===== src/shared/pcts_pkg.sv =====
// constants for the pulse counter threshold and status registers
package pcts_pkg;
   // register addresses on the special function register bus
   localparam logic [7:0] PCTS_ADDR_STATUS = 8'hc1;
   localparam logic [7:0] PCTS_ADDR_THRESH = 8'he4;
   localparam logic [7:0] PCTS_RESET_STATUS = 8'h00;
   localparam logic [7:0] PCTS_RESET_THRESH = 8'h01;
   localparam logic [7:0] PCTS_READ_ZERO    = 8'h00;
   // threshold register fields
   localparam int PCTS_TH_HI_MSB  = 7;
   localparam int PCTS_TH_HI_LSB  = 6;
   localparam int PCTS_TH_LO_MSB  = 5;
   localparam int PCTS_TH_LO_LSB  = 4;
   localparam int PCTS_TH_FORCE_PULLDOWN   = 3;
   localparam int PCTS_TH_PUP     = 2;
   localparam int PCTS_TH_RSVD    = 1;
   localparam int PCTS_TH_LAST_READ_OK = 0;
   // status register fields
   localparam int PCTS_ST_FLUTTER = 7;
   localparam int PCTS_ST_DIR     = 6;
   localparam int PCTS_ST_STATE_MSB = 5;
   localparam int PCTS_ST_STATE_LSB = 4;
   localparam int PCTS_ST_PREV_B  = 3;
   localparam int PCTS_ST_PREV_A  = 2;
   localparam int PCTS_ST_CUR_B   = 1;
   localparam int PCTS_ST_CUR_A   = 0;
   // counter mode codes
   localparam logic [1:0] PCTS_MODE_OFF    = 2'b00;
   localparam logic [1:0] PCTS_MODE_SINGLE = 2'b01;
   localparam logic [1:0] PCTS_MODE_DUAL   = 2'b10;
   localparam logic [1:0] PCTS_MODE_QUAD   = 2'b11;
   // threshold percentages of the io supply, indexed by field code
   localparam logic [6:0] PCTS_HI_PCT_00 = 7'd59;
   localparam logic [6:0] PCTS_HI_PCT_01 = 7'd63;
   localparam logic [6:0] PCTS_HI_PCT_10 = 7'd50;
   localparam logic [6:0] PCTS_HI_PCT_11 = 7'd55;
   localparam logic [6:0] PCTS_LO_PCT_00 = 7'd42;
   localparam logic [6:0] PCTS_LO_PCT_01 = 7'd46;
   localparam logic [6:0] PCTS_LO_PCT_10 = 7'd34;
   localparam logic [6:0] PCTS_LO_PCT_11 = 7'd38;
   // edges of the other input that mark flutter on one edge type
   localparam logic [2:0] PCTS_FLUTTER_EDGES = 3'd4;
   // quadrature position, written as second input then first input
   typedef enum logic [1:0] {
      PCTS_POS_LL = 2'b00,
      PCTS_POS_LH = 2'b01,
      PCTS_POS_HH = 2'b11,
      PCTS_POS_HL = 2'b10
   } pcts_pos_e;
endpackage


===== src/verilog/pcts_state_tracker.sv =====
// quadrature position, direction, flutter and previous integrator outputs
`timescale 1ns/1ps
module pcts_state_tracker
   import pcts_pkg::*;
(
   input  wire logic       core_clk,  // system clock
   input  wire logic       rstn,      // async reset, active low
   input  wire logic       integA,    // first input integrator output
   input  wire logic       integB,    // second input integrator output
   input  wire logic       quadMode,  // counter mode is quadrature
   output logic            prevA,     // first input previous output
   output logic            prevB,     // second input previous output
   output pcts_pos_e       posState,  // current quadrature position
   output logic            direction, // 0 counter clockwise, 1 clockwise
   output logic            flutter    // flutter detected
);
   pcts_pos_e next_posState;
   logic [3:0] ownEdge;
   logic [3:0] otherEdge;
   logic [3:0] edgeHit;
   logic [2:0] edgeCnt [4];
   logic       curA;
   logic       curB;

   assign next_posState = pcts_pos_e'({integB, integA});
   assign curA = posState[0];
   assign curB = posState[1];

   // position register follows the integrator pair every cycle
   always_ff @(posedge core_clk or negedge rstn) begin
      if (!rstn) begin
         posState <= PCTS_POS_LL;
      end else begin
         posState <= next_posState; // RULE10
      end
   end

   // previous outputs keep the value held before the last change
   always_ff @(posedge core_clk or negedge rstn) begin
      if (!rstn) begin
         prevA <= 1'b0;
         prevB <= 1'b0;
      end else begin
         if (integA != curA) begin
            prevA <= curA; // RULE11
         end
         if (integB != curB) begin
            prevB <= curB; // RULE11
         end
      end
   end

   // direction from the step taken; a double step leaves it alone
   always_ff @(posedge core_clk or negedge rstn) begin
      if (!rstn) begin
         direction <= 1'b0;
      end else if (quadMode && (^(next_posState ^ posState))) begin
         case (posState)
            PCTS_POS_LL: direction <= (next_posState == PCTS_POS_HL); // RULE9
            PCTS_POS_LH: direction <= (next_posState == PCTS_POS_LL); // RULE9
            PCTS_POS_HH: direction <= (next_posState == PCTS_POS_LH); // RULE9
            PCTS_POS_HL: direction <= (next_posState == PCTS_POS_HH); // RULE9
            default:     direction <= direction;
         endcase
      end
   end

   // edge types: 0 a rise, 1 a fall, 2 b rise, 3 b fall
   assign ownEdge[0] = integA & ~curA;
   assign ownEdge[1] = ~integA & curA;
   assign ownEdge[2] = integB & ~curB;
   assign ownEdge[3] = ~integB & curB;
   assign otherEdge[0] = integB ^ curB;
   assign otherEdge[1] = integB ^ curB;
   assign otherEdge[2] = integA ^ curA;
   assign otherEdge[3] = integA ^ curA;

   // one counter per edge type: reset by its own edge, bumped by the other input
   for (genvar e = 0; e < 4; e++) begin : g_edge
      always_ff @(posedge core_clk or negedge rstn) begin
         if (!rstn) begin
            edgeCnt[e] <= 3'd0;
         end else if (!quadMode || ownEdge[e]) begin
            edgeCnt[e] <= 3'd0;
         end else if (otherEdge[e] && edgeCnt[e] != PCTS_FLUTTER_EDGES) begin
            edgeCnt[e] <= edgeCnt[e] + 3'd1; // saturates so the flag holds
         end
      end
      assign edgeHit[e] = (edgeCnt[e] == PCTS_FLUTTER_EDGES);
   end

   // flag clears again once every edge type is back in step
   always_ff @(posedge core_clk or negedge rstn) begin
      if (!rstn) begin
         flutter <= 1'b0;
      end else begin
         flutter <= quadMode & (|edgeHit); // RULE8
      end
   end
endmodule


===== src/verilog/pcts_regs.sv =====
// threshold control and status registers of the pulse counter
//
// Functional notes
// RULE1: high threshold field picks 50, 55, 59 or 63 percent of supply.
// RULE2: low threshold field picks 34, 38, 42 or 46 percent of supply.
// RULE3: force pulldown bit grounds both inputs; clear forces no pulldown.
// RULE4: force pullup holds pullup on; clear applies it only at duty cycle.
// RULE5: pulldown wins when both force bits are set.
// RULE6: read valid bit reports whether the last real-time read was good.
// RULE7: reading the threshold register returns read valid to one; resets one.
// RULE8: flutter flag sets in quadrature mode when edge counts fall out of step.
// RULE9: direction bit, quadrature only: 0 for LL-LH-HH-HL, 1 for LL-HL-HH-LH.
// RULE10: status shows the internal state machine state as two bits.
// RULE11: status shows previous integrator outputs, second input above first.
// RULE12: status shows current integrator outputs, first input in bit zero.
// RULE13: mode field: 00 off, 01 single, 10 dual, 11 quadrature.
// RULE14: integrators count up on high, down on low, switch after threshold plus one.
// RULE15: status writes do nothing; reserved threshold bit ignores writes, reads zero.
`timescale 1ns/1ps
module pcts_regs
   import pcts_pkg::*;
(
   input  wire logic       core_clk,           // system clock
   input  wire logic       rstn,               // async reset, active low
   input  wire logic [7:0] sfrAddr,            // register address
   input  wire logic [7:0] sfrWrData,          // write data
   input  wire logic       sfrWe,              // write strobe
   input  wire logic       sfrRe,              // read strobe
   output logic      [7:0] sfrRdData,          // read data, one cycle late
   input  wire logic       integA,             // first input integrator output
   input  wire logic       integB,             // second input integrator output
   input  wire logic [1:0] counterModeSelect,  // mode field from mode register
   input  wire logic       rtReadBad,          // other real-time read was invalid
   input  wire logic       dutyPullupPhase,    // duty cycle pullup window
   output logic      [1:0] highThresholdSelect,// high threshold code
   output logic      [1:0] lowThresholdSelect, // low threshold code
   output logic      [6:0] highThresholdPct,   // high threshold, percent
   output logic      [6:0] lowThresholdPct,    // low threshold, percent
   output logic            pulldownOn,         // ground both inputs
   output logic            pullupOn,           // apply pullup to both inputs
   output logic            quadMode            // quadrature counting active
);
   logic       forcePulldown;
   logic       forcePullup;
   logic       lastReadOk;
   logic [7:0] statusWord;
   logic [7:0] next_statusWord;
   logic [7:0] threshWord;
   logic       statusRead;
   logic       threshRead;
   logic       threshWrite;
   logic       statusStale;
   logic       prevA;
   logic       prevB;
   logic       direction;
   logic       flutter;
   pcts_pos_e  posState;

   ////////////////////////////////////////////////////////////////////////
   // address decode
   assign statusRead  = sfrRe && (sfrAddr == PCTS_ADDR_STATUS);
   assign threshRead  = sfrRe && (sfrAddr == PCTS_ADDR_THRESH);
   assign threshWrite = sfrWe && (sfrAddr == PCTS_ADDR_THRESH);

   // mode decode; only quadrature feeds this block's logic
   assign quadMode = (counterModeSelect == PCTS_MODE_QUAD); // RULE13

   ////////////////////////////////////////////////////////////////////////
   // position, direction and flutter tracking
   pcts_state_tracker u_tracker (
      .core_clk  (core_clk),
      .rstn      (rstn),
      .integA    (integA),
      .integB    (integB),
      .quadMode  (quadMode),
      .prevA     (prevA),
      .prevB     (prevB),
      .posState  (posState),
      .direction (direction),
      .flutter   (flutter)
   );

   // status word assembled from tracker state; the integrators sit outside
   always_comb begin
      statusWord = PCTS_RESET_STATUS;
      statusWord[PCTS_ST_FLUTTER] = flutter;                          // RULE8
      statusWord[PCTS_ST_DIR]     = direction;                        // RULE9
      statusWord[PCTS_ST_STATE_MSB:PCTS_ST_STATE_LSB] = posState;     // RULE10
      statusWord[PCTS_ST_PREV_B]  = prevB;                            // RULE11
      statusWord[PCTS_ST_PREV_A]  = prevA;                            // RULE11
      statusWord[PCTS_ST_CUR_B]   = posState[1];                      // RULE12
      statusWord[PCTS_ST_CUR_A]   = posState[0];                      // RULE12
   end

   // a read that meets a change of the integrator pair may be torn
   assign next_statusWord = {statusWord[7:2], integB, integA};
   assign statusStale = (next_statusWord[1:0] != statusWord[1:0]); // RULE14

   ////////////////////////////////////////////////////////////////////////
   // threshold and pull control fields; status has no write path at all
   always_ff @(posedge core_clk or negedge rstn) begin
      if (!rstn) begin
         highThresholdSelect <= PCTS_RESET_THRESH[PCTS_TH_HI_MSB:PCTS_TH_HI_LSB];
         lowThresholdSelect  <= PCTS_RESET_THRESH[PCTS_TH_LO_MSB:PCTS_TH_LO_LSB];
         forcePulldown       <= PCTS_RESET_THRESH[PCTS_TH_FORCE_PULLDOWN];
         forcePullup         <= PCTS_RESET_THRESH[PCTS_TH_PUP];
      end else if (threshWrite) begin
         highThresholdSelect <= sfrWrData[PCTS_TH_HI_MSB:PCTS_TH_HI_LSB]; // RULE1
         lowThresholdSelect  <= sfrWrData[PCTS_TH_LO_MSB:PCTS_TH_LO_LSB]; // RULE2
         forcePulldown       <= sfrWrData[PCTS_TH_FORCE_PULLDOWN];
         forcePullup         <= sfrWrData[PCTS_TH_PUP];
      end
   end

   // read valid: a bad read clears it, a threshold read sets it again;
   // the bad-read event wins so a failure is never hidden by the read
   always_ff @(posedge core_clk or negedge rstn) begin
      if (!rstn) begin
         lastReadOk <= PCTS_RESET_THRESH[PCTS_TH_LAST_READ_OK]; // RULE7
      end else if (rtReadBad || (statusRead && statusStale)) begin
         lastReadOk <= 1'b0; // RULE6
      end else if (statusRead) begin
         lastReadOk <= 1'b1; // RULE6
      end else if (threshRead) begin
         lastReadOk <= 1'b1; // RULE7
      end else if (threshWrite) begin
         lastReadOk <= sfrWrData[PCTS_TH_LAST_READ_OK];
      end
   end

   // threshold register image; reserved bit is tied low
   always_comb begin
      threshWord = PCTS_READ_ZERO;
      threshWord[PCTS_TH_HI_MSB:PCTS_TH_HI_LSB] = highThresholdSelect;
      threshWord[PCTS_TH_LO_MSB:PCTS_TH_LO_LSB] = lowThresholdSelect;
      threshWord[PCTS_TH_FORCE_PULLDOWN]   = forcePulldown;
      threshWord[PCTS_TH_PUP]     = forcePullup;
      threshWord[PCTS_TH_RSVD]    = 1'b0; // RULE15
      threshWord[PCTS_TH_LAST_READ_OK] = lastReadOk;
   end

   // registered read data; unmapped addresses read zero
   always_ff @(posedge core_clk or negedge rstn) begin
      if (!rstn) begin
         sfrRdData <= PCTS_READ_ZERO;
      end else if (statusRead) begin
         sfrRdData <= statusWord;
      end else if (threshRead) begin
         sfrRdData <= threshWord;
      end else if (sfrRe) begin
         sfrRdData <= PCTS_READ_ZERO;
      end
   end

   ////////////////////////////////////////////////////////////////////////
   // threshold codes to percentages, for the comparator trim
   always_comb begin
      case (highThresholdSelect)
         2'b00:   highThresholdPct = PCTS_HI_PCT_00; // RULE1
         2'b01:   highThresholdPct = PCTS_HI_PCT_01; // RULE1
         2'b10:   highThresholdPct = PCTS_HI_PCT_10; // RULE1
         default: highThresholdPct = PCTS_HI_PCT_11; // RULE1
      endcase
   end

   always_comb begin
      case (lowThresholdSelect)
         2'b00:   lowThresholdPct = PCTS_LO_PCT_00; // RULE2
         2'b01:   lowThresholdPct = PCTS_LO_PCT_01; // RULE2
         2'b10:   lowThresholdPct = PCTS_LO_PCT_10; // RULE2
         default: lowThresholdPct = PCTS_LO_PCT_11; // RULE2
      endcase
   end

   // pull drive; pulldown overrides so the pads never fight
   assign pulldownOn = forcePulldown; // RULE3
   assign pullupOn   = ~forcePulldown & (forcePullup | dutyPullupPhase); // RULE4 RULE5

   ////////////////////////////////////////////////////////////////////////
   // checks
   property p_hi_pct; // RULE1
      @(posedge core_clk) disable iff (!rstn)
      threshWrite && sfrWrData[7:6] == 2'b10 |=> highThresholdPct == 7'd50;
   endproperty
   a_hi_pct: assert property (p_hi_pct) else $error("high threshold percent wrong"); // RULE1

   property p_lo_pct; // RULE2
      @(posedge core_clk) disable iff (!rstn)
      threshWrite && sfrWrData[5:4] == 2'b01 |=> lowThresholdPct == 7'd46;
   endproperty
   a_lo_pct: assert property (p_lo_pct) else $error("low threshold percent wrong"); // RULE2

   property p_pulldown; // RULE3
      @(posedge core_clk) disable iff (!rstn)
      threshWrite |=> pulldownOn == $past(sfrWrData[3]);
   endproperty
   a_pulldown: assert property (p_pulldown) else $error("pulldown does not follow write"); // RULE3

   property p_pullup_forced; // RULE4
      @(posedge core_clk) disable iff (!rstn)
      forcePullup && !forcePulldown |-> pullupOn;
   endproperty
   a_pullup_forced: assert property (p_pullup_forced) else $error("forced pullup not applied"); // RULE4

   property p_pd_priority; // RULE5
      @(posedge core_clk) disable iff (!rstn)
      pulldownOn |-> !pullupOn;
   endproperty
   a_pd_priority: assert property (p_pd_priority) else $error("pullup on during pulldown"); // RULE5

   property p_bad_read; // RULE6
      @(posedge core_clk) disable iff (!rstn)
      rtReadBad |=> !threshWord[0] ##1 (threshWord[0] || !$past(threshRead) || $past(rtReadBad));
   endproperty
   a_bad_read: assert property (p_bad_read) else $error("bad read not recorded"); // RULE6

   property p_read_restores; // RULE7
      @(posedge core_clk) disable iff (!rstn)
      threshRead && !rtReadBad |=> lastReadOk && sfrRdData[0] == $past(lastReadOk);
   endproperty
   a_read_restores: assert property (p_read_restores) else $error("read valid not restored"); // RULE7

   property p_flutter_mode; // RULE8
      @(posedge core_clk) disable iff (!rstn)
      !quadMode [*2] |-> !flutter;
   endproperty
   a_flutter_mode: assert property (p_flutter_mode) else $error("flutter outside quadrature"); // RULE8

   property p_dir_ccw; // RULE9
      @(posedge core_clk) disable iff (!rstn)
      quadMode && posState == PCTS_POS_LL && {integB, integA} == 2'b01 |=> !direction;
   endproperty
   a_dir_ccw: assert property (p_dir_ccw) else $error("direction wrong on ccw step"); // RULE9

   property p_current; // RULE12
      @(posedge core_clk) disable iff (!rstn)
      1'b1 |=> statusWord[1:0] == $past({integB, integA});
   endproperty
   a_current: assert property (p_current) else $error("current integrator bits wrong"); // RULE12

   property p_status_ro; // RULE15
      @(posedge core_clk) disable iff (!rstn)
      sfrWe && sfrAddr == PCTS_ADDR_STATUS |=> $stable(threshWord[7:2]);
   endproperty
   a_status_ro: assert property (p_status_ro) else $error("status write changed state"); // RULE15
endmodule


===== config.mk =====
export PLATFORM = sky130hd
export DESIGN_NAME = pcts_regs
export DESIGN_NICKNAME = d
export VERILOG_FILES = /design/src/shared/pcts_pkg.sv /design/src/verilog/pcts_state_tracker.sv /design/src/verilog/pcts_regs.sv
export SDC_FILE = /design/constraint.sdc
export NUM_CORES = 1
export LEC_CHECK = 0
export BUFFER_PORTS_ARGS = -buffer_cell sky130_fd_sc_hd__buf_2
export CORE_MARGIN = 2
export CORE_UTILIZATION = 50
export CTS_CLUSTER_DIAMETER = 40
export DETAILED_ROUTE_END_ITERATION = 8
export PLACE_DENSITY = 0.74
export SETUP_SLACK_MARGIN = 0.05
export SYNTH_ARGS = -nofsm -noshare
export SYNTH_HDL_FRONTEND = slang
export SYNTH_HIERARCHICAL = 1
export SYNTH_SLANG_ARGS = --single-unit
export TNS_END_PERCENT = 100

===== constraint.sdc =====
create_clock -name core_clk -period 1.9 [get_ports core_clk]
set_clock_uncertainty 0.1 [all_clocks]
set_input_delay 0 -clock core_clk [delete_from_list [all_inputs] [get_ports core_clk]]
set_output_delay 0 -clock core_clk [all_outputs]
set_load 0.1 [all_outputs]

==> impl_metrics.py, run 1 <==
metrics = {
    "clock_network": {
        "cts_buffers": 5,
        "clockRootBuffer": "clkbuf_8",
        "post_cts_buffers": 0,
        "clock_latency_ns": 0.28,
        "cts_hold_buffers": 11,
        "htreeDepth": 2,
        "cts_tree": "done",
        "clkTransAtPathRegs_ns": 0.07,
        "cts_resized": 0,
        "clk_path_buf_depth": 2,
        "clkSinkCount": 33,
    },
    "routing": {
        "drt_iter0_markers": 32,
        "drt_first_pass_iters": 4,
        "drc": 0,
        "ant_nets": 0,
        "via_per_inst": 4.91,
        "routed-via-count": 1369,
        "drt-total-wl_um": 3450,
        "wl_per_cell_um": 12.4,
    },
    "worst_setup_path": {
        "cp.required_ns": 1.97,
        "cp.arrival_ns": 1.66,
        "crit_path_end_kind": "register",
        "critical_path.startpoint": "u_tracker/posState[1]",
        "path_class": "reg -> reg",
        "worstSetupEndpoint": "u_tracker/edgeCnt[7]",
        "r2r_slack_ns": 0.32,
        "cp_max_fo": 8,
        "worstRegToRegCells": 4,
        "r2r-start": "u_tracker/posState[1]",
        "r2r_end": "u_tracker/edgeCnt[7]",
        "worst_setup_path_start_kind": "register",
    },
    "flow_run": {
        "maxCapViolations": 0,
    },
    "cells_and_area": {
        "final_util_pct": 64.5,
        "fin_nets": 268,
        "area.growth.synth_to_final_pct": 24.0,
        "fin_area_um2": 2340,
        "diodes": 0,
        "drive_above_1_share_pct": 34.2,
        "finalNonFillerCells": 279,
    },
    "timing": {
        "fin_crit_ns": 1.58,
        "tns_ns": 0,
        "report.final.slew_viol_count": 0,
        "setup_viol": 0,
        "max_freq_mhz": 631,
        "period_share_pct": 83.4,
        "hold_viol": 0,
        "finalWorstSetupSlack_ns": 0.316,
        "rsz0062_at_grt": "no",
        "relSlewSlack_pct": 53.3,
        "tightest_slew_ns": 0.700,
    },
    "logic_synthesis": {
        "synth_cells": 175,
        "ys_ff_latch": 33,
        "synthFlopType": "dfrtp_1",
        "async_flop_share_pct": 100,
        "synth.avg_cell_area_um2": 10.8,
        "yosysSeqAreaShare_pct": 43.8,
        "synth_cell_types": 37,
        "synth_edf_count": 0,
        "synth_area_um2": 1890,
        "synth_warnings": 6,
    },
    "global_routing": {
        "grt.total_usage_pct": 18.5,
        "grt_overflow": 0,
        "grt_max_degree": 34,
        "grt_pass1_wl_um": 6060,
        "grt_pass1_vias": 1337,
        "antenna_found_initial": 0,
    },
    "die": {
        "start_util_pct": 52.0,
        "fp-row-count": 22,
        "die_h_um": 65.5,
        "die_area_um2": 4290,
        "die_w_um": 65.5,
        "core-area_um2": 3630,
        "ioPinCount": 55,
    },
    "placement": {
        "post-place-cells": 260,
        "place_area_um2": 2100,
        "gp_congestion": 0.787,
        "dp_slack_ns": 0.329,
        "port-buffer-count": 44,
    },
    "status": {
        "status": "complete, no violations",
    },
    "power_and_ir_drop": {
        "ir_drop_uv": 696,
        "leakage_nw": 1.14,
        "pwr_density_cell_nw_per_um2": 820,
    },
    "min_path": {
        "min_path_cells": 4,
        "hp-class": "in -> reg",
    },
}
==> power by group <==
group	switching [mW]	leakage [nW]	internal, mW
Sequential	0.0229	0.446	0.729
Combinational	0.281	0.630	0.108
Clock	0.260	0.0681	0.521
==> worst max-delay path: stages, from the launching register on <==
cell	delay [ns]
dfrtp_1	0.46
ha_1	0.43
a21oi_2	0.20
mux2i_1	0.21
nor2_1	0.06
==> logic make-up (layout without fill, tap and decap cells) <==
logic type	after synthesis	after routing	share of synthesized area (%)
and+or+nand+nor	36	36	14.4
xor gates and xnor gates	9	9	4.17
adders and majority gates	12	12	7.95
muxes	10	10	5.70
AOI/OAI and AO/OA	33	33	12.9
DFF	33	33	43.8
buffers and inverters	40	89	10.7
other	2	9	0.397
==> synthesized netlist by cell type (2+ instances only) <==
cell type  instances  area (um2)
xnor2_1            6        52.6
inv_1             24        90.1
buf_6              2        22.5
mux2i_1            4        40.0
nand2_1            3        11.3
a21oi_1            5        25.0
o22ai_1            7        43.8
dfrtp_1           32         801
o21ai_1            2        10.0
nor2_1            11        41.3
and4bb_1           4        50.1
mux2_2             6        67.6
a22oi_1            9        67.6
conb_1             2        7.51
o21ai_0            2        10.0
buf_4             10        75.1
nor3_2             4        40.0
nand2b_1           5        31.3
ha_1              12         150
xor2_1             3        26.3
a21oi_2            4        35.0
clkbuf_1           3        11.3
==> cell type report <==
class                   instances  area [um2]
clock inverters                 3        65.1
well taps                      48        60.1
fillers                       309        1290
inverters                      25        93.8
clock buffers                   5        68.8
multi-input cells             109         891
flip-flops and latches         33         827
repair buffers                 56         338
==> worst min path at each step <==
stage                           from                    to  slack, ns
after floorplan                 rstn           forcePullup      -0.40
after global placement          rstn  u_tracker/edgeCnt[1]      0.001
after detailed placement        rstn  u_tracker/edgeCnt[1]     -0.002
after CTS                 sfrAddr[5]          sfrRdData[1]       0.03
after global routing      sfrAddr[6]            lastReadOk       0.05
final                     sfrAddr[5]          sfrRdData[1]       0.04
==> metal layers <==
metal	wire [um]	vias up	GRT usage (%)
li1	-	686	-
met1	1550	649	24.7
met4	29	0	4.43
met3	155	2	5.14
met5	0	-	0
met2	1720	32	30.0
==> cells in the final DEF (no fill, tap or decap), drive strengths merged <==
master and n:
dfrtp 32, and3b 1, a211oi 1, o22ai 7, o41ai 1, mux2i 4
nand3 1, nand2b 5, nor4b 1, nand2 3, a22oi 9, nand4 2
and3 1, nor3 4, xnor2 6, dfstp 1, buf 45, mux2 6
nor2 11, conb 9, nor3b 1, and2 2, ha 12, clkbuf 5
inv 25, clkinv 1, o221ai 1, a21oi 9, o21ai 5, xor2 3
and4bb 4, dlygate4sd3 11, bufinv 2
==> registers in the layout (all words and copies together) (netlist names) <==
| signal | count |
|---|---|
| sfrRdData | 8 |
| lowThresholdSelect | 2 |
| forcePullup | 1 |
| pulldownOn | 1 |
| u_tracker/prevA | 1 |
| u_tracker/direction | 1 |
| lastReadOk | 1 |
| u_tracker/posState | 2 |
| highThresholdSelect | 2 |
| u_tracker/edgeCnt | 12 |
| u_tracker/prevB | 1 |
| u_tracker/flutter | 1 |
==> per-stage QoR <==
stage                     power [mW]  hold WS [ns]
after floorplan                 1.08        -0.396
after global placement          1.13       0.00130
after detailed placement        1.14      -0.00224
after CTS                       1.94        0.0256
after global routing            2.00        0.0494
final                           1.92        0.0350
(Power assumes the default switching activity.)
==> run 2: changes to the inputs <==
--- a/config.mk
+++ b/config.mk
@@ -5,6 +5,7 @@
 export SDC_FILE = /design/constraint.sdc
 export NUM_CORES = 1
 export LEC_CHECK = 0
+export ABC_AREA = 1
 export BUFFER_PORTS_ARGS = -buffer_cell sky130_fd_sc_hd__buf_2
 export CORE_MARGIN = 2
 export CORE_UTILIZATION = 50
==> constraint.sdc (replaced) <==
create_clock -name core_clk -period 1.6 [get_ports core_clk]
set_clock_uncertainty 0.1 [all_clocks]
set_input_delay 0 -clock core_clk [delete_from_list [all_inputs] [get_ports core_clk]]
set_output_delay 0 -clock core_clk [all_outputs]
set_load 0.1 [all_outputs]
==> impl_metrics.py, run 2 <==
metrics = {
    "die": {
        "die_h_um": 66.7,
        "fp-row-count": 22,
        "die_w_um": 66.7,
        "core-area_um2": 3720,
        "ioPinCount": 55,
        "die_area_um2": 4450,
        "start_util_pct": 52.9,
    },
    "placement": {
        "dpl.hpwl_um": 2650,
        "place_area_um2": 2230,
        "post-place-cells": 335,
        "port-buffer-count": 44,
        "gp_congestion": 0.784,
    },
    "cells_and_area": {
        "fillerInstances": 318,
        "finalNonFillerCells": 355,
        "largest-register": "u_tracker/edgeCnt",
        "final_cell_mix": "nand2_1, buf_2, inv_1",
        "fin_nets": 344,
        "reg_top3": "u_tracker/edgeCnt: 12 flops, sfrRdData: 8 flops",
        "final_common_cell": "nand2_1",
        "drive_above_1_share_pct": 29.6,
        "seqCellArea_um2": 837,
        "fin_area_um2": 2440,
        "area.growth.synth_to_final_pct": 24.0,
        "diodes": 0,
        "largest_register_ffs": 12,
        "multi_input_area_um2": 936,
    },
    "global_routing": {
        "antenna_found_initial": 0,
        "grt_max_degree": 34,
        "grt_pass1_vias": 1519,
        "grt_overflow": 0,
        "grt_pass1_wl_um": 6420,
        "grt.total_usage_pct": 19.1,
    },
    "worst_setup_path": {
        "cp.required_ns": 1.50,
        "crit_path_end_kind": "output pin",
        "path_class": "reg -> out",
        "worstRegToRegCells": 6,
        "worst_setup_path_start_kind": "register",
        "cp.arrival_ns": 1.38,
        "r2r_end": "u_tracker/edgeCnt[3]",
        "r2r_slack_ns": 0.22,
        "r2r-start": "u_tracker/posState[0]",
        "cp_max_fo": 4,
    },
    "routing": {
        "top_layer": "met4",
        "met2_length_um": 1740,
        "drt_iter0_markers": 77,
        "met3_length_um": 189,
        "drt_first_pass_iters": 4,
        "routed-via-count": 1632,
        "ant_nets": 0,
        "wl_per_cell_um": 10.2,
        "via_per_inst": 4.60,
        "met1Wirelength_um": 1630,
        "drc": 0,
        "drt-total-wl_um": 3610,
    },
    "logic_synthesis": {
        "yosysSeqAreaShare_pct": 42.0,
        "synthFlopType": "dfrtp_1",
        "async_flop_share_pct": 100,
        "synth.most_common_cell": "nand2_1",
        "synth_edf_count": 0,
        "synth_warnings": 6,
        "synth_common_cells": "nand2_1, inv_1, dfrtp_1",
        "synth.avg_cell_area_um2": 8.00,
        "synth_top_area_share_pct": 40.7,
        "synth_largest_area_cell": "dfrtp_1",
        "ys_ff_latch": 33,
        "synth_cells": 246,
        "synth_cell_types": 27,
        "synth_area_um2": 1970,
        "synthTopCellsByArea": "dfrtp_1, nand2_1, ha_1",
    },
    "timing": {
        "report.final.slew_viol_count": 0,
        "period_share_pct": 92.7,
        "setup_viol": 0,
        "rsz0062_at_grt": "no",
        "tns_ns": 0,
        "tightest_slew_ns": 0.724,
        "fin_crit_ns": 1.48,
        "hold_viol": 0,
        "max_freq_mhz": 674,
        "hold_ws_ns": 0.0223,
        "relSlewSlack_pct": 51.7,
    },
    "power_and_ir_drop": {
        "sw_frac_of_total_pct": 35.0,
        "switching_power_mw": 0.691,
        "leakage_nw": 1.40,
        "ir_drop_uv": 624,
        "pwr-share-comb_pct": 24.5,
        "seqPwrFrac_pct": 45.0,
        "intPower_mw": 1.28,
        "total_power_mw": 1.97,
        "clock_power_share_pct": 30.6,
        "pwr_density_cell_nw_per_um2": 809,
    },
    "min_path": {
        "min_path_cells": 4,
        "min_from": "sfrRe",
        "hp-class": "in -> reg",
        "min_to": "sfrRdData[1]",
    },
    "clock_network": {
        "clkSinkCount": 33,
        "clkTransAtPathRegs_ns": 0.07,
        "cts_tree": "done",
        "clock_latency_ns": 0.28,
        "cts_buffers": 5,
        "post_cts_buffers": 0,
        "clockRootBuffer": "clkbuf_8",
        "clk_path_buf_depth": 2,
        "htreeDepth": 2,
    },
    "status": {
        "status": "complete, no violations",
    },
    "flow_run": {
        "maxCapViolations": 0,
    },
}
run 2: worst max path at each step:
stage	from	end	slack, ns	cells past startpoint
final	highThresholdSelect[1]	highThresholdPct[0]	0.12	3
after global routing	integB	u_tracker/edgeCnt[6]	0.06	9
after CTS	highThresholdSelect[1]	highThresholdPct[0]	0.11	3
after detailed placement	u_tracker/posState[0]	u_tracker/edgeCnt[5]	0.23	6
after global placement	u_tracker/posState[0]	u_tracker/edgeCnt[3]	0.25	6
after floorplan	highThresholdSelect[1]	highThresholdPct[0]	-0.18	2
run 2: timing repair:
| item | in CTS | in global routing |
|---|---|---|
| hold buffers | 12 | 0 |
| resized for setup | 0 | 1 |
| hold endpoints to repair | 41 | 0 |
| endpoints found under the setup margin | 0 | 1 |
run 2: metal layers:
metal  global-route usage, %  vias up
met1                    25.2      723
li1                        -      857
met4                    7.14        0
met3                    4.05        4
met2                    30.9       48
met5                       0        -
run 2: kinds of logic (layout without fill, tap and decap cells):
group	Yosys count	after routing	share of synthesized area [%]
XOR/XNOR	2	2	0.891
adder cells (fa/ha/maj)	12	12	7.63
AO/OA/AOI/OAI	18	18	6.55
other	2	9	0.382
AND/OR/NAND/NOR	126	126	30.2
buffers and inverters	53	107	12.3
flip-flops	33	33	42.0
run 2: worst max-delay path, stage by stage, from the launching register on:
cell	delay, ns
dfrtp_4	0.49
clkinvlp_4	0.11
or2_4	0.11
buf_2	0.41
run 2: layout make-up:
class | count | share of cell area [%]
inverter | 41 | 6.72
tap | 48 | 2.46
sequential | 33 | 34.3
clock buffer | 5 | 2.82
multi-input combinational | 167 | 38.4
clock inverter | 3 | 0.718
timing repair buffer | 58 | 14.6
run 2: power groups by stage:
stage | logic [mW] | clock network, mW | registers, mW
5_1_grt | 0.521 | 0.671 | 0.893
3_3_place_gp | 0.456 | 0 | 0.903
2_1_floorplan | 0.341 | 0 | 0.950
4_1_cts | 0.483 | 0.627 | 0.887
3_5_place_dp | 0.461 | 0 | 0.903
6_report | 0.483 | 0.603 | 0.887
run 2: metrics by stage:
stage / worst slack [ns] / utilization [%]
finish: 0.117 / 65.6
global route: 0.0630 / 65.6
detailed placement: 0.230 / 60.0
CTS: 0.107 / 65.6
global placement: 0.248 / 60.0
floorplan: -0.182 / -
